<file path="config.mk">
export PLATFORM = sky130hd
export DESIGN_NAME = reset_powerup_brownout_sequencer
export DESIGN_NICKNAME = d
export VERILOG_FILES = /design/src/rtl/rst_seq_pkg.sv /design/src/rtl/reset_powerup_brownout_sequencer.sv
export VERILOG_INCLUDE_DIRS = /design/src /design/src/rtl
export SDC_FILE = /design/constraint.sdc
export NUM_CORES = 1
export LEC_CHECK = 0
export ABC_AREA = 1
export BUFFER_PORTS_ARGS = -buffer_cell sky130_fd_sc_hd__buf_2
export CORE_MARGIN = 2
export CORE_UTILIZATION = 54
export CTS_CLUSTER_SIZE = 30
export DETAILED_ROUTE_END_ITERATION = 12
export PLACE_DENSITY = 0.76
export SLEW_MARGIN = 20
export SYNTH_ARGS = -nofsm -noshare
export SYNTH_HDL_FRONTEND = slang
export SYNTH_SLANG_ARGS = --single-unit
</file>
<file path="constraint.sdc">
create_clock -name clk -period 1.8 [get_ports clk]
set_input_delay 0.18 -clock clk [delete_from_list [all_inputs] [get_ports clk]]
set_output_delay 0.18 -clock clk [all_outputs]
set_load 0.02 [all_outputs]
</file>
<file path="src/rtl/rst_seq_cfg.svh">
// Constants of the reset and brown-out sequencer
`ifndef RST_SEQ_CFG_SVH
`define RST_SEQ_CFG_SVH

`define RSQ_ADDR_W 8
`define RSQ_DATA_W 8
`define RSQ_CTRL_OFFSET 8'h00
`define RSQ_STAT_OFFSET 8'h01
`define RSQ_CTRL_SWEN_BIT 7
`define RSQ_CTRL_FAST_BIT 6
`define RSQ_CTRL_RESET 8'h80
`define RSQ_STAT_READY_BIT 0
`define RSQ_STAT_BOREV_BIT 1
`define RSQ_STAT_POREV_BIT 2
`define RSQ_SYNC_W 5
`define RSQ_SYNC_RESET 5'h07

`define RSQ_CLK_PERIOD_NS 25
`define RSQ_POWER_UP_DELAY_TIMER_TIME_MS 64
`define RSQ_POWER_UP_DELAY_TIMER_CYCLES ((`RSQ_POWER_UP_DELAY_TIMER_TIME_MS * 1000000) / `RSQ_CLK_PERIOD_NS)
`define RSQ_FILTER_TIME_NS 1000
`define RSQ_FILTER_CYCLES \
  ((`RSQ_FILTER_TIME_NS + `RSQ_CLK_PERIOD_NS - 1) / `RSQ_CLK_PERIOD_NS)

`endif

</file>
<file path="src/rtl/rst_seq_pkg.sv">
// Types of the reset and brown-out sequencer
package rst_seq_pkg;

  typedef enum logic [1:0] {
    BO_OFF = 2'h0,
    BO_SW = 2'h1,
    BO_NOSLEEP = 2'h2,
    BO_ON = 2'h3
  } brownout_mode_t;

  typedef enum logic [5:0] {
    ST_HOLD = 6'h01,
    ST_BORWAIT = 6'h02,
    ST_POWER_UP_DELAY_TIMER = 6'h04,
    ST_OST = 6'h08,
    ST_EXTERNAL_RESET_PIN = 6'h10,
    ST_RUN = 6'h20
  } seq_state_t;

  typedef struct packed {
    brownout_mode_t brownout_mode_select;
    logic brownout_level_select;
    logic power_up_delay_disable_n;
    logic external_reset_enable;
    logic osc_startup_required;
  } cfg_word_t;

  typedef struct packed {
    logic watchdog;
    logic reset_instr;
    logic stack_overflow;
    logic stack_underflow;
    logic programming_exit;
  } reset_src_t;

  typedef struct packed {
    logic [7:0] addr;
    logic [7:0] wdata;
    logic wr;
    logic rd;
  } bus_req_t;

endpackage

</file>
<file path="src/rtl/reset_powerup_brownout_sequencer.sv">
// Power-up, brown-out and reset source sequencer with register port
`include "rst_seq_cfg.svh"

// Behaviour
// - hold core while power-on detector active
// - delay timer gives nominal 64 ms
// - core held while delay timer runs
// - delay timer only when disable_n is zero
// - timer starts after power-on and brown-out release
// - four monitor modes from two-bit field
// - one bit selects trip threshold
// - only dips longer than filter trip
// - mode 11 always on, start waits ready
// - mode 11 active in sleep, no wake delay
// - mode 10 off asleep, start waits ready
// - mode 10 wake waits for ready
// - mode 01 software enable, no start wait
// - mode 01 protects once ready, status readable
// - mode 01 state ignores sleep
// - disabled monitor lets execution start immediately
// - forced-on monitor ready before execution
// - eight reset sources enter reset
// - order: delay timer, oscillator, pin release
// - software enable always read/write, used in 01
module reset_powerup_brownout_sequencer #(
  parameter int unsigned POWER_UP_DELAY_TIMER_CYCLES = `RSQ_POWER_UP_DELAY_TIMER_CYCLES,
  parameter int unsigned FILTER_CYCLES = `RSQ_FILTER_CYCLES
) (
  input wire logic clk,
  input wire logic rst,
  input wire logic clk_en,
  input wire logic por_active,
  input wire logic supply_below_high,
  input wire logic supply_below_low,
  input wire logic brownout_circuit_ready,
  input wire logic external_reset_pin_n,
  input wire logic sleep_mode,
  input wire logic osc_startup_done,
  input wire rst_seq_pkg::cfg_word_t cfg,
  input wire rst_seq_pkg::reset_src_t reset_src,
  input wire rst_seq_pkg::bus_req_t bus,
  output logic [7:0] rdata,
  output logic core_reset,
  output logic exec_release,
  output logic wake_permit,
  output logic brownout_monitor_on,
  output logic bandgap_force_on,
  output logic brownout_reset_event
);
  import rst_seq_pkg::*;

  localparam int unsigned PW_W = $clog2(POWER_UP_DELAY_TIMER_CYCLES + 1);
  localparam int unsigned FL_W = $clog2(FILTER_CYCLES + 1);
  localparam logic [PW_W-1:0] POWER_UP_DELAY_TIMER_LAST = PW_W'(POWER_UP_DELAY_TIMER_CYCLES - 1);
  localparam logic [FL_W-1:0] FILT_LIM = FL_W'(FILTER_CYCLES);
  localparam logic [`RSQ_SYNC_W-1:0] SYNC_RST = `RSQ_SYNC_RESET;

  logic [`RSQ_SYNC_W-1:0] async_in;
  logic [`RSQ_SYNC_W-1:0] sync1_reg;
  logic [`RSQ_SYNC_W-1:0] sync2_reg;
  logic por_s;
  logic below_hi_s;
  logic below_lo_s;
  logic ready_s;
  logic pin_n_s;
  seq_state_t state_reg;
  seq_state_t state_next;
  logic [PW_W-1:0] power_up_delay_timer_cnt_reg;
  logic [FL_W-1:0] filt_cnt_reg;
  logic bor_hold_reg;
  logic [7:0] ctrl_reg;
  logic por_flag_reg;
  logic bor_flag_reg;
  logic [7:0] rdata_reg;
  logic below_sel;
  logic monitor_active;
  logic protect;
  logic bor_trip;
  logic start_wait;
  logic cold_reset;
  logic warm_reset;
  logic stat_clr_bor;
  logic stat_clr_por;
  brownout_mode_t mode;

  assign async_in = {external_reset_pin_n, brownout_circuit_ready, supply_below_low,
                     supply_below_high, por_active};

  // Two-stage synchronisers for analog and pin inputs
  genvar gi;
  generate
    for (gi = 0; gi < `RSQ_SYNC_W; gi++) begin : g_sync
      always_ff @(posedge clk or posedge rst) begin
        if (rst) begin
          sync1_reg[gi] <= SYNC_RST[gi];
          sync2_reg[gi] <= SYNC_RST[gi];
        end else if (clk_en) begin
          sync1_reg[gi] <= async_in[gi];
          sync2_reg[gi] <= sync1_reg[gi];
        end
      end
    end
  endgenerate

  assign por_s = sync2_reg[0];
  assign below_hi_s = sync2_reg[1];
  assign below_lo_s = sync2_reg[2];
  assign ready_s = sync2_reg[3];
  assign pin_n_s = sync2_reg[4];
  assign mode = cfg.brownout_mode_select;

  assign below_sel = cfg.brownout_level_select ? below_hi_s : below_lo_s;

  always_comb begin
    unique case (mode)
      BO_ON: monitor_active = 1'b1;
      BO_NOSLEEP: monitor_active = ~sleep_mode;
      BO_SW: monitor_active = ctrl_reg[`RSQ_CTRL_SWEN_BIT];
      BO_OFF: monitor_active = 1'b0;
    endcase
  end

  assign protect = monitor_active & ready_s;

  assign bor_trip = protect & below_sel & (filt_cnt_reg == FILT_LIM);

  always_ff @(posedge clk or posedge rst) begin
    if (rst) begin
      filt_cnt_reg <= '0;
    end else if (clk_en) begin
      if (!(protect && below_sel)) begin
        filt_cnt_reg <= '0;
      end else if (filt_cnt_reg != FILT_LIM) begin
        filt_cnt_reg <= filt_cnt_reg + FL_W'(1);
      end
    end
  end

  // Brown-out hold lasts until supply recovers
  always_ff @(posedge clk or posedge rst) begin
    if (rst) begin
      bor_hold_reg <= 1'b0;
    end else if (clk_en) begin
      if (bor_trip) begin
        bor_hold_reg <= 1'b1;
      end else if (!below_sel) begin
        bor_hold_reg <= 1'b0;
      end
    end
  end

  assign cold_reset = por_s | reset_src.programming_exit | bor_trip;
  assign warm_reset = (cfg.external_reset_enable & ~pin_n_s) | reset_src.watchdog |
                      reset_src.reset_instr | reset_src.stack_overflow |
                      reset_src.stack_underflow;

  assign start_wait = (mode == BO_ON) || (mode == BO_NOSLEEP);

  always_comb begin
    state_next = state_reg;
    unique case (state_reg)
      ST_HOLD: begin
        if (!por_s && !bor_hold_reg) begin
          state_next = ST_BORWAIT;
        end
      end
      ST_BORWAIT: begin
        if (!start_wait || (ready_s && !below_sel)) begin
          state_next = cfg.power_up_delay_disable_n ? ST_OST : ST_POWER_UP_DELAY_TIMER;
        end
      end
      ST_POWER_UP_DELAY_TIMER: begin
        if (power_up_delay_timer_cnt_reg == POWER_UP_DELAY_TIMER_LAST) begin
          state_next = ST_OST;
        end
      end
      ST_OST: begin
        if (!cfg.osc_startup_required || osc_startup_done) begin
          state_next = ST_EXTERNAL_RESET_PIN;
        end
      end
      ST_EXTERNAL_RESET_PIN: begin
        if (!cfg.external_reset_enable || pin_n_s) begin
          state_next = ST_RUN;
        end
      end
      ST_RUN: begin
        if (warm_reset) begin
          state_next = ST_EXTERNAL_RESET_PIN;
        end
      end
      default: state_next = ST_HOLD;
    endcase
    if (cold_reset || bor_hold_reg) begin
      state_next = ST_HOLD;
    end
  end

  always_ff @(posedge clk or posedge rst) begin
    if (rst) begin
      state_reg <= ST_HOLD;
    end else if (clk_en) begin
      state_reg <= state_next;
    end
  end

  always_ff @(posedge clk or posedge rst) begin
    if (rst) begin
      power_up_delay_timer_cnt_reg <= '0;
    end else if (clk_en) begin
      if (state_reg != ST_POWER_UP_DELAY_TIMER) begin
        power_up_delay_timer_cnt_reg <= '0;
      end else if (power_up_delay_timer_cnt_reg != POWER_UP_DELAY_TIMER_LAST) begin
        power_up_delay_timer_cnt_reg <= power_up_delay_timer_cnt_reg + PW_W'(1);
      end
    end
  end

  assign core_reset = (state_reg != ST_RUN);
  assign exec_release = (state_reg == ST_RUN);
  assign wake_permit = !((mode == BO_NOSLEEP) && !ready_s);
  assign brownout_monitor_on = monitor_active;
  assign bandgap_force_on = ctrl_reg[`RSQ_CTRL_FAST_BIT] &
                            ((mode == BO_NOSLEEP) || (mode == BO_SW));
  assign brownout_reset_event = bor_trip;

  assign stat_clr_bor = bus.wr && (bus.addr == `RSQ_STAT_OFFSET) &&
                        bus.wdata[`RSQ_STAT_BOREV_BIT];
  assign stat_clr_por = bus.wr && (bus.addr == `RSQ_STAT_OFFSET) &&
                        bus.wdata[`RSQ_STAT_POREV_BIT];

  always_ff @(posedge clk or posedge rst) begin
    if (rst) begin
      ctrl_reg <= `RSQ_CTRL_RESET;
    end else if (clk_en && bus.wr && (bus.addr == `RSQ_CTRL_OFFSET)) begin
      ctrl_reg <= {bus.wdata[7:6], 6'h00};
    end
  end

  // Sticky event flags, set wins over clear
  always_ff @(posedge clk or posedge rst) begin
    if (rst) begin
      bor_flag_reg <= 1'b0;
      por_flag_reg <= 1'b1;
    end else if (clk_en) begin
      bor_flag_reg <= bor_trip | (bor_flag_reg & ~stat_clr_bor);
      por_flag_reg <= por_s | (por_flag_reg & ~stat_clr_por);
    end
  end

  always_ff @(posedge clk or posedge rst) begin
    if (rst) begin
      rdata_reg <= 8'h00;
    end else if (clk_en) begin
      rdata_reg <= 8'h00;
      if (bus.rd && (bus.addr == `RSQ_CTRL_OFFSET)) begin
        rdata_reg <= ctrl_reg;
      end else if (bus.rd && (bus.addr == `RSQ_STAT_OFFSET)) begin
        rdata_reg <= {5'h00, por_flag_reg, bor_flag_reg, protect};
      end
    end
  end

  assign rdata = rdata_reg;
endmodule // reset_powerup_brownout_sequencer

</file>
; Yosys cells after proc, flatten, opt, wreduce, memory -nomap -nowiden
; Index checks and enable logic that the tools add are counted.
[word_totals]
in_bits = 39
reg_bits = 57
elab_cells = 114
out_inout_bits = 14
[classes]
mux = 19
bitwise = 19
n_eq_ne = 24
n_addsub = 2
reduce_logical = 32
[ops]
columns = operator, count
row1 = two-way mux 6 bit, 9
row2 = two-way mux 22 bit, 2
row3 = case mux 6 bit (6 select lines), 1
row4 = "adder 22 x 1 -> 22 bit, second input constant", 1
row5 = "equality test 22 bit, second input constant", 1
row6 = "!= test 22 bit, second input constant", 1
row7 = "!= test 3 bit, second input constant", 5
row8 = "equality test 6 bit, second input constant", 2
row9 = "!= test 6 bit, second input constant", 2
row10 = logical AND 1 bit, 11
row11 = "equality test 8 x 1 -> 1 bit, second input constant", 1
row12 = logical NOT 1 bit, 8
row13 = logical NOT 8 bit, 1
row14 = two-way mux 8 bit, 1
row15 = OR 1 bit, 8
row16 = bitwise AND 1 bit, 7
row17 = AND reduction 7 bit, 1
row18 = "adder 6 x 1 -> 6 bit, second input constant", 1
row19 = "equality test 6 x 1 -> 1 bit, second input constant", 1
row20 = "equality test 6 x 2 -> 1 bit, second input constant", 1
row21 = "equality test 6 x 3 -> 1 bit, second input constant", 1
row22 = "equality test 6 x 4 -> 1 bit, second input constant", 1
row23 = "equality test 6 x 5 -> 1 bit, second input constant", 1
row24 = logical OR 1 bit, 6
row25 = 13 further kinds, 22

; Depth between registers and ports, before layout
[logic_depth]
word_depth = 9
ltp_mapped = 11
depth_no_buf = 11

; Worst setup path before layout
; Ideal clock, no wire load.
[synth_timing]
path_kind = reg2reg
startpoint = reg ctrl_reg[7]
endpoint = reg state_reg[4]
arrival_time_ns = 1.710
path_slack_ns = -0.027
period_less_slack_ns = 1.827
stages_incl_launch_ff = 10
required_time_ns = 1.683
path_buffers = 0
cell_sequence = dfstp_2 > nand2_1 > nand3_2 > nand3_1 > nor2_1 > nor2_1 > nand2_4 > nand3_4 > nand2_1 > nand2_1
[synth_via]
elab_chain_cells = 8
word_cells_on_any_way = 14
[synth_lines]
columns = element, line_no
row1 = "start, declared", reset_powerup_brownout_sequencer.sv:71  ; logic [7:0] ctrl_reg;
row2 = "start signal, assigned", reset_powerup_brownout_sequencer.sv:234  ; ctrl_reg <= `RSQ_CTRL_RESET;
row3 = "start signal, assigned", reset_powerup_brownout_sequencer.sv:236  ; ctrl_reg <= {bus.wdata[7:6], 6'h00};
row4 = case mux 1 bit (4 select lines) *, reset_powerup_brownout_sequencer.sv:115  ; unique case (mode)
row5 = named net brownout_monitor_on, reset_powerup_brownout_sequencer.sv:46  ; output logic brownout_monitor_on,
row6 = bitwise AND 1 bit *, reset_powerup_brownout_sequencer.sv:123  ; assign protect = monitor_active & ready_s;
row7 = bitwise AND 1 bit * (2 in a row), reset_powerup_brownout_sequencer.sv:125  ; assign bor_trip = protect & below_sel & (filt_cnt_reg == FILT_LIM);
row8 = named net brownout_reset_event, reset_powerup_brownout_sequencer.sv:48  ; output logic brownout_reset_event
row9 = OR 1 bit *, reset_powerup_brownout_sequencer.sv:152  ; assign cold_reset = por_s | reset_src.programming_exit | bor_trip;
row10 = logical OR 1 bit *, reset_powerup_brownout_sequencer.sv:194  ; if (cold_reset || bor_hold_reg) begin
row11 = != test 3 bit (no line) or != test 3 x 1 -> 1 bit (tied branches), --
row12 = AND reduction 7 bit (no line), --
row13 = "end signal, assigned", reset_powerup_brownout_sequencer.sv:203  ; state_reg <= state_next;
row14 = "end, declared", reset_powerup_brownout_sequencer.sv:66  ; seq_state_t state_reg;
; The timed path passes the listed nets; every way through them passes the cells marked *.
; A chain may end at the register's enable or synchronous reset.

; Worst setup path after layout
[layout_timing]
startpoint = reg filt_cnt_reg[0]
endpoint = out brownout_reset_event
[layout_via]
elab_chain_cells = 2
[layout_lines]
columns = element, line_no
row1 = "start, declared", reset_powerup_brownout_sequencer.sv:69  ; logic [FL_W-1:0] filt_cnt_reg;
row2 = "start signal, assigned", reset_powerup_brownout_sequencer.sv:134  ; filt_cnt_reg <= filt_cnt_reg + FL_W'(1);
row3 = equality test 6 bit, reset_powerup_brownout_sequencer.sv:125
row4 = bitwise AND 1 bit, reset_powerup_brownout_sequencer.sv:125
row5 = "end, declared", reset_powerup_brownout_sequencer.sv:48
; No other way between the ends.

==> flow_metrics.tcl <==
set metrics [dict create \
    grt.overflow.total 0 \
    avgSynthCellArea_sq_um 7.26 \
    ys_types 33 \
    worstHoldStart "por_active" \
    drt_iter0_drc 177 \
    period_needed_ns 1.70 \
    synth_edf_count 0 \
    r2r_cells 8 \
    yosysMostFrequentCell "nand2_1" \
    cp_num_buf_inv 3 \
    status "complete, no violations" \
    required_ns 1.62 \
    worstHoldEndpoint "sync1_reg[0]" \
    largest_reg_flops 22 \
    final_nets 582 \
    period_share_pct 94.5 \
    max_stage_delay_ns 0.41 \
    whs_path_depth 3 \
    cts_buffers 5 \
    worstSkewPairLatency_ns 0.32 \
    seq_area_sq_um 1360 \
    num_vias 3244 \
    r2r_slack_ns 0.16 \
    drv_slew 0 \
    die_x_um 84.1 \
    grt_max_degree 55 \
    synthCells 477 \
    cp-end-kind "output port" \
    yosysSeqAreaShare_pct 39.4 \
    ant_nets 0 \
    arrival_ns 1.52 \
    chipHeight_um 84.1 \
    antenna_cells 0 \
    critical_path_class "reg -> out" \
    critPathSlowestCell "dfrtp_1" \
    cts_tree "done" \
    gp_congestion 0.901 \
    core_sq_um 6280 \
    clk_pin_slew_ns 0.11 \
    detail_route.wirelength_um 7850 \
    antenna_found_initial 0 \
    num_rows 29 \
    start_util_pct 55.1 \
    yosysTopAreaCellShare_pct 32.5 \
    crit_family "flip-flops" \
    viasPerCell 5.28 \
    place_area_sq_um 3850 \
    finalHoldViolCount 0 \
    path_max_fanout 5 \
    ios 53 \
    dpl.hpwl_um 5810 \
    drv_cap 0 \
    peakVddDrop_uv 370 \
    cts-htree-levels 2 \
    finalSetupViolCount 0 \
    drtPass1Iterations 5 \
    synth_flop_cell "dfrtp_1" \
    root_buffer "clkbuf_8" \
    drc 0 \
    clock_sinks 54 \
    multi_input_area_sq_um 1820 \
    whs_ns 0.0488 \
    synth_top_area_cell "dfrtp_1" \
    synth-seq-cells 54 \
    grt_first_pass_wirelength_um 13500 \
    async_flop_share_pct 100 \
    fin_area_sq_um 4010 \
    p_leak_nw 1.86 \
    yosys-top-cells-count "nand2_1, inv_1, nor2_1" \
    r2r-end "power_up_delay_timer_cnt_reg[6]" \
    worst_setup_path_start_kind "register" \
    io_buffers 45 \
    syn_to_final_growth_pct 15.9 \
    powerDensity_nw_per_um2 606 \
    synth_warnings 0 \
    drive_above_1_share_pct 21.4 \
    rsz0062_at_grt "no" \
    nFillCells 556 \
    grt_pass1_vias 3017 \
    wl_per_cell_um 12.8 \
    finalSetupTns_ns 0 \
    fmaxAchievable_mhz 588 \
    cts_buffer_depth 2 \
    r2r-start "power_up_delay_timer_cnt_reg[14]" \
    synth_area_leaders "dfrtp_1, nand2_1, dfstp_2" \
    hp-class "in -> reg" \
    path_cells "inv_2, ha_1, nand3_1, nor2_2, inv_1, nor2_4, buf_6" \
    dieArea_sq_um 7070 \
    postCtsSetupRepairBufs 0 \
    grt_use_total_pct 23.1 \
    syn_area_sq_um 3460 \
    finClkSkew_ns 0.00915 \
]
==> metrics by stage <==
step / setup WS, ns / cells / utilization [%] / power (W)
6_report: 0.0983 / 614 / 63.9 / 0.00243
4_1_cts: 0.0326 / 614 / 63.4 / 0.00245
2_1_floorplan: 0.101 / 479 / - / 0.00147
5_1_grt: 0.00574 / 614 / 63.9 / 0.00254
3_3_place_gp: 0.148 / 605 / 61.3 / 0.00156
3_5_place_dp: 0.0906 / 605 / 61.3 / 0.00157
==> power breakdown <==
group | switching (W) | internal, W
registers | 0.0000249 | 0.00126
logic | 0.000170 | 0.0000954
clock network | 0.000460 | 0.000425
==> worst min-delay path: cells and delay by family <==
family / cells / cell delay (ns)
buffers and inverters: 1 / 0.10
and+or+nand+nor: 2 / 0.09
==> repair_timing <==
action	4_1_cts	5_1_grt
resized for setup	3	6
hold buffers	1	0
setup endpoints to repair	1	23
endpoints found under the hold margin	45	0
==> cells in the final DEF (no fill, tap or decap), types with 2 or more instances in the layout <==
master	count
xor2_1	8
dfrtp_1	45
o31ai_1	3
dfstp_2	9
inv_2	4
buf_2	44
clkbuf_8	5
nor3_1	10
nor2_4	2
inv_1	56
nand4_1	22
xnor2_1	3
buf_12	2
mux2_2	2
nor2_1	53
nor2_2	6
ha_1	6
nand2_1	131
nor3_2	4
conb_1	3
nand3_2	4
nand3_4	3
nand3_1	38
nand2_2	4
buf_4	14
or2_2	4
o21ai_1	14
o21ai_0	27
==> cells by family after synthesis <==
family	share of synthesized area, %
compound gates	7.05
xor+xnor	2.78
buf+inv	9.15
flops	39.4
fa+ha+maj	2.53
mux	0.651
simple gates	38.4
other cells	0.108
==> per-layer routing <==
| metal | global-route usage, % | part of all wire, % | up-vias |
|---|---|---|---|
| met1 | 32.3 | 47 | 1484 |
| met3 | 3.26 | 5.1 | 10 |
| li1 | - | - | 1649 |
| met2 | 37.7 | 46 | 101 |
| met4 | 6.30 | 1.3 | 0 |
| met5 | 0 | 0 | - |
==> final cells by class <==
class | count | area share [%]
clock buffers | 5 | 1.71
multi-input cells | 353 | 45.5
flip-flops and latches | 54 | 34.0
repair buffers | 62 | 9.64
inverters | 60 | 5.61
well taps | 77 | 2.40
clock inverters | 3 | 1.22
==> worst max path at each step <==
stage                                                from                          endpoint  slack, ns  depth (start not counted)
after floorplan                               ctrl_reg[7]                      state_reg[4]       0.10                          9
after global placement                             cfg[4]                      state_reg[0]       0.15                         12
after detailed placement  power_up_delay_timer_cnt_reg[1]                      state_reg[5]       0.09                         10
after CTS                                 filt_cnt_reg[0]              brownout_reset_event       0.03                          7
after global routing      power_up_delay_timer_cnt_reg[4]  power_up_delay_timer_cnt_reg[18]      0.006                          9
final                                     filt_cnt_reg[0]              brownout_reset_event        0.1                          7
(Power assumes the default switching activity.)
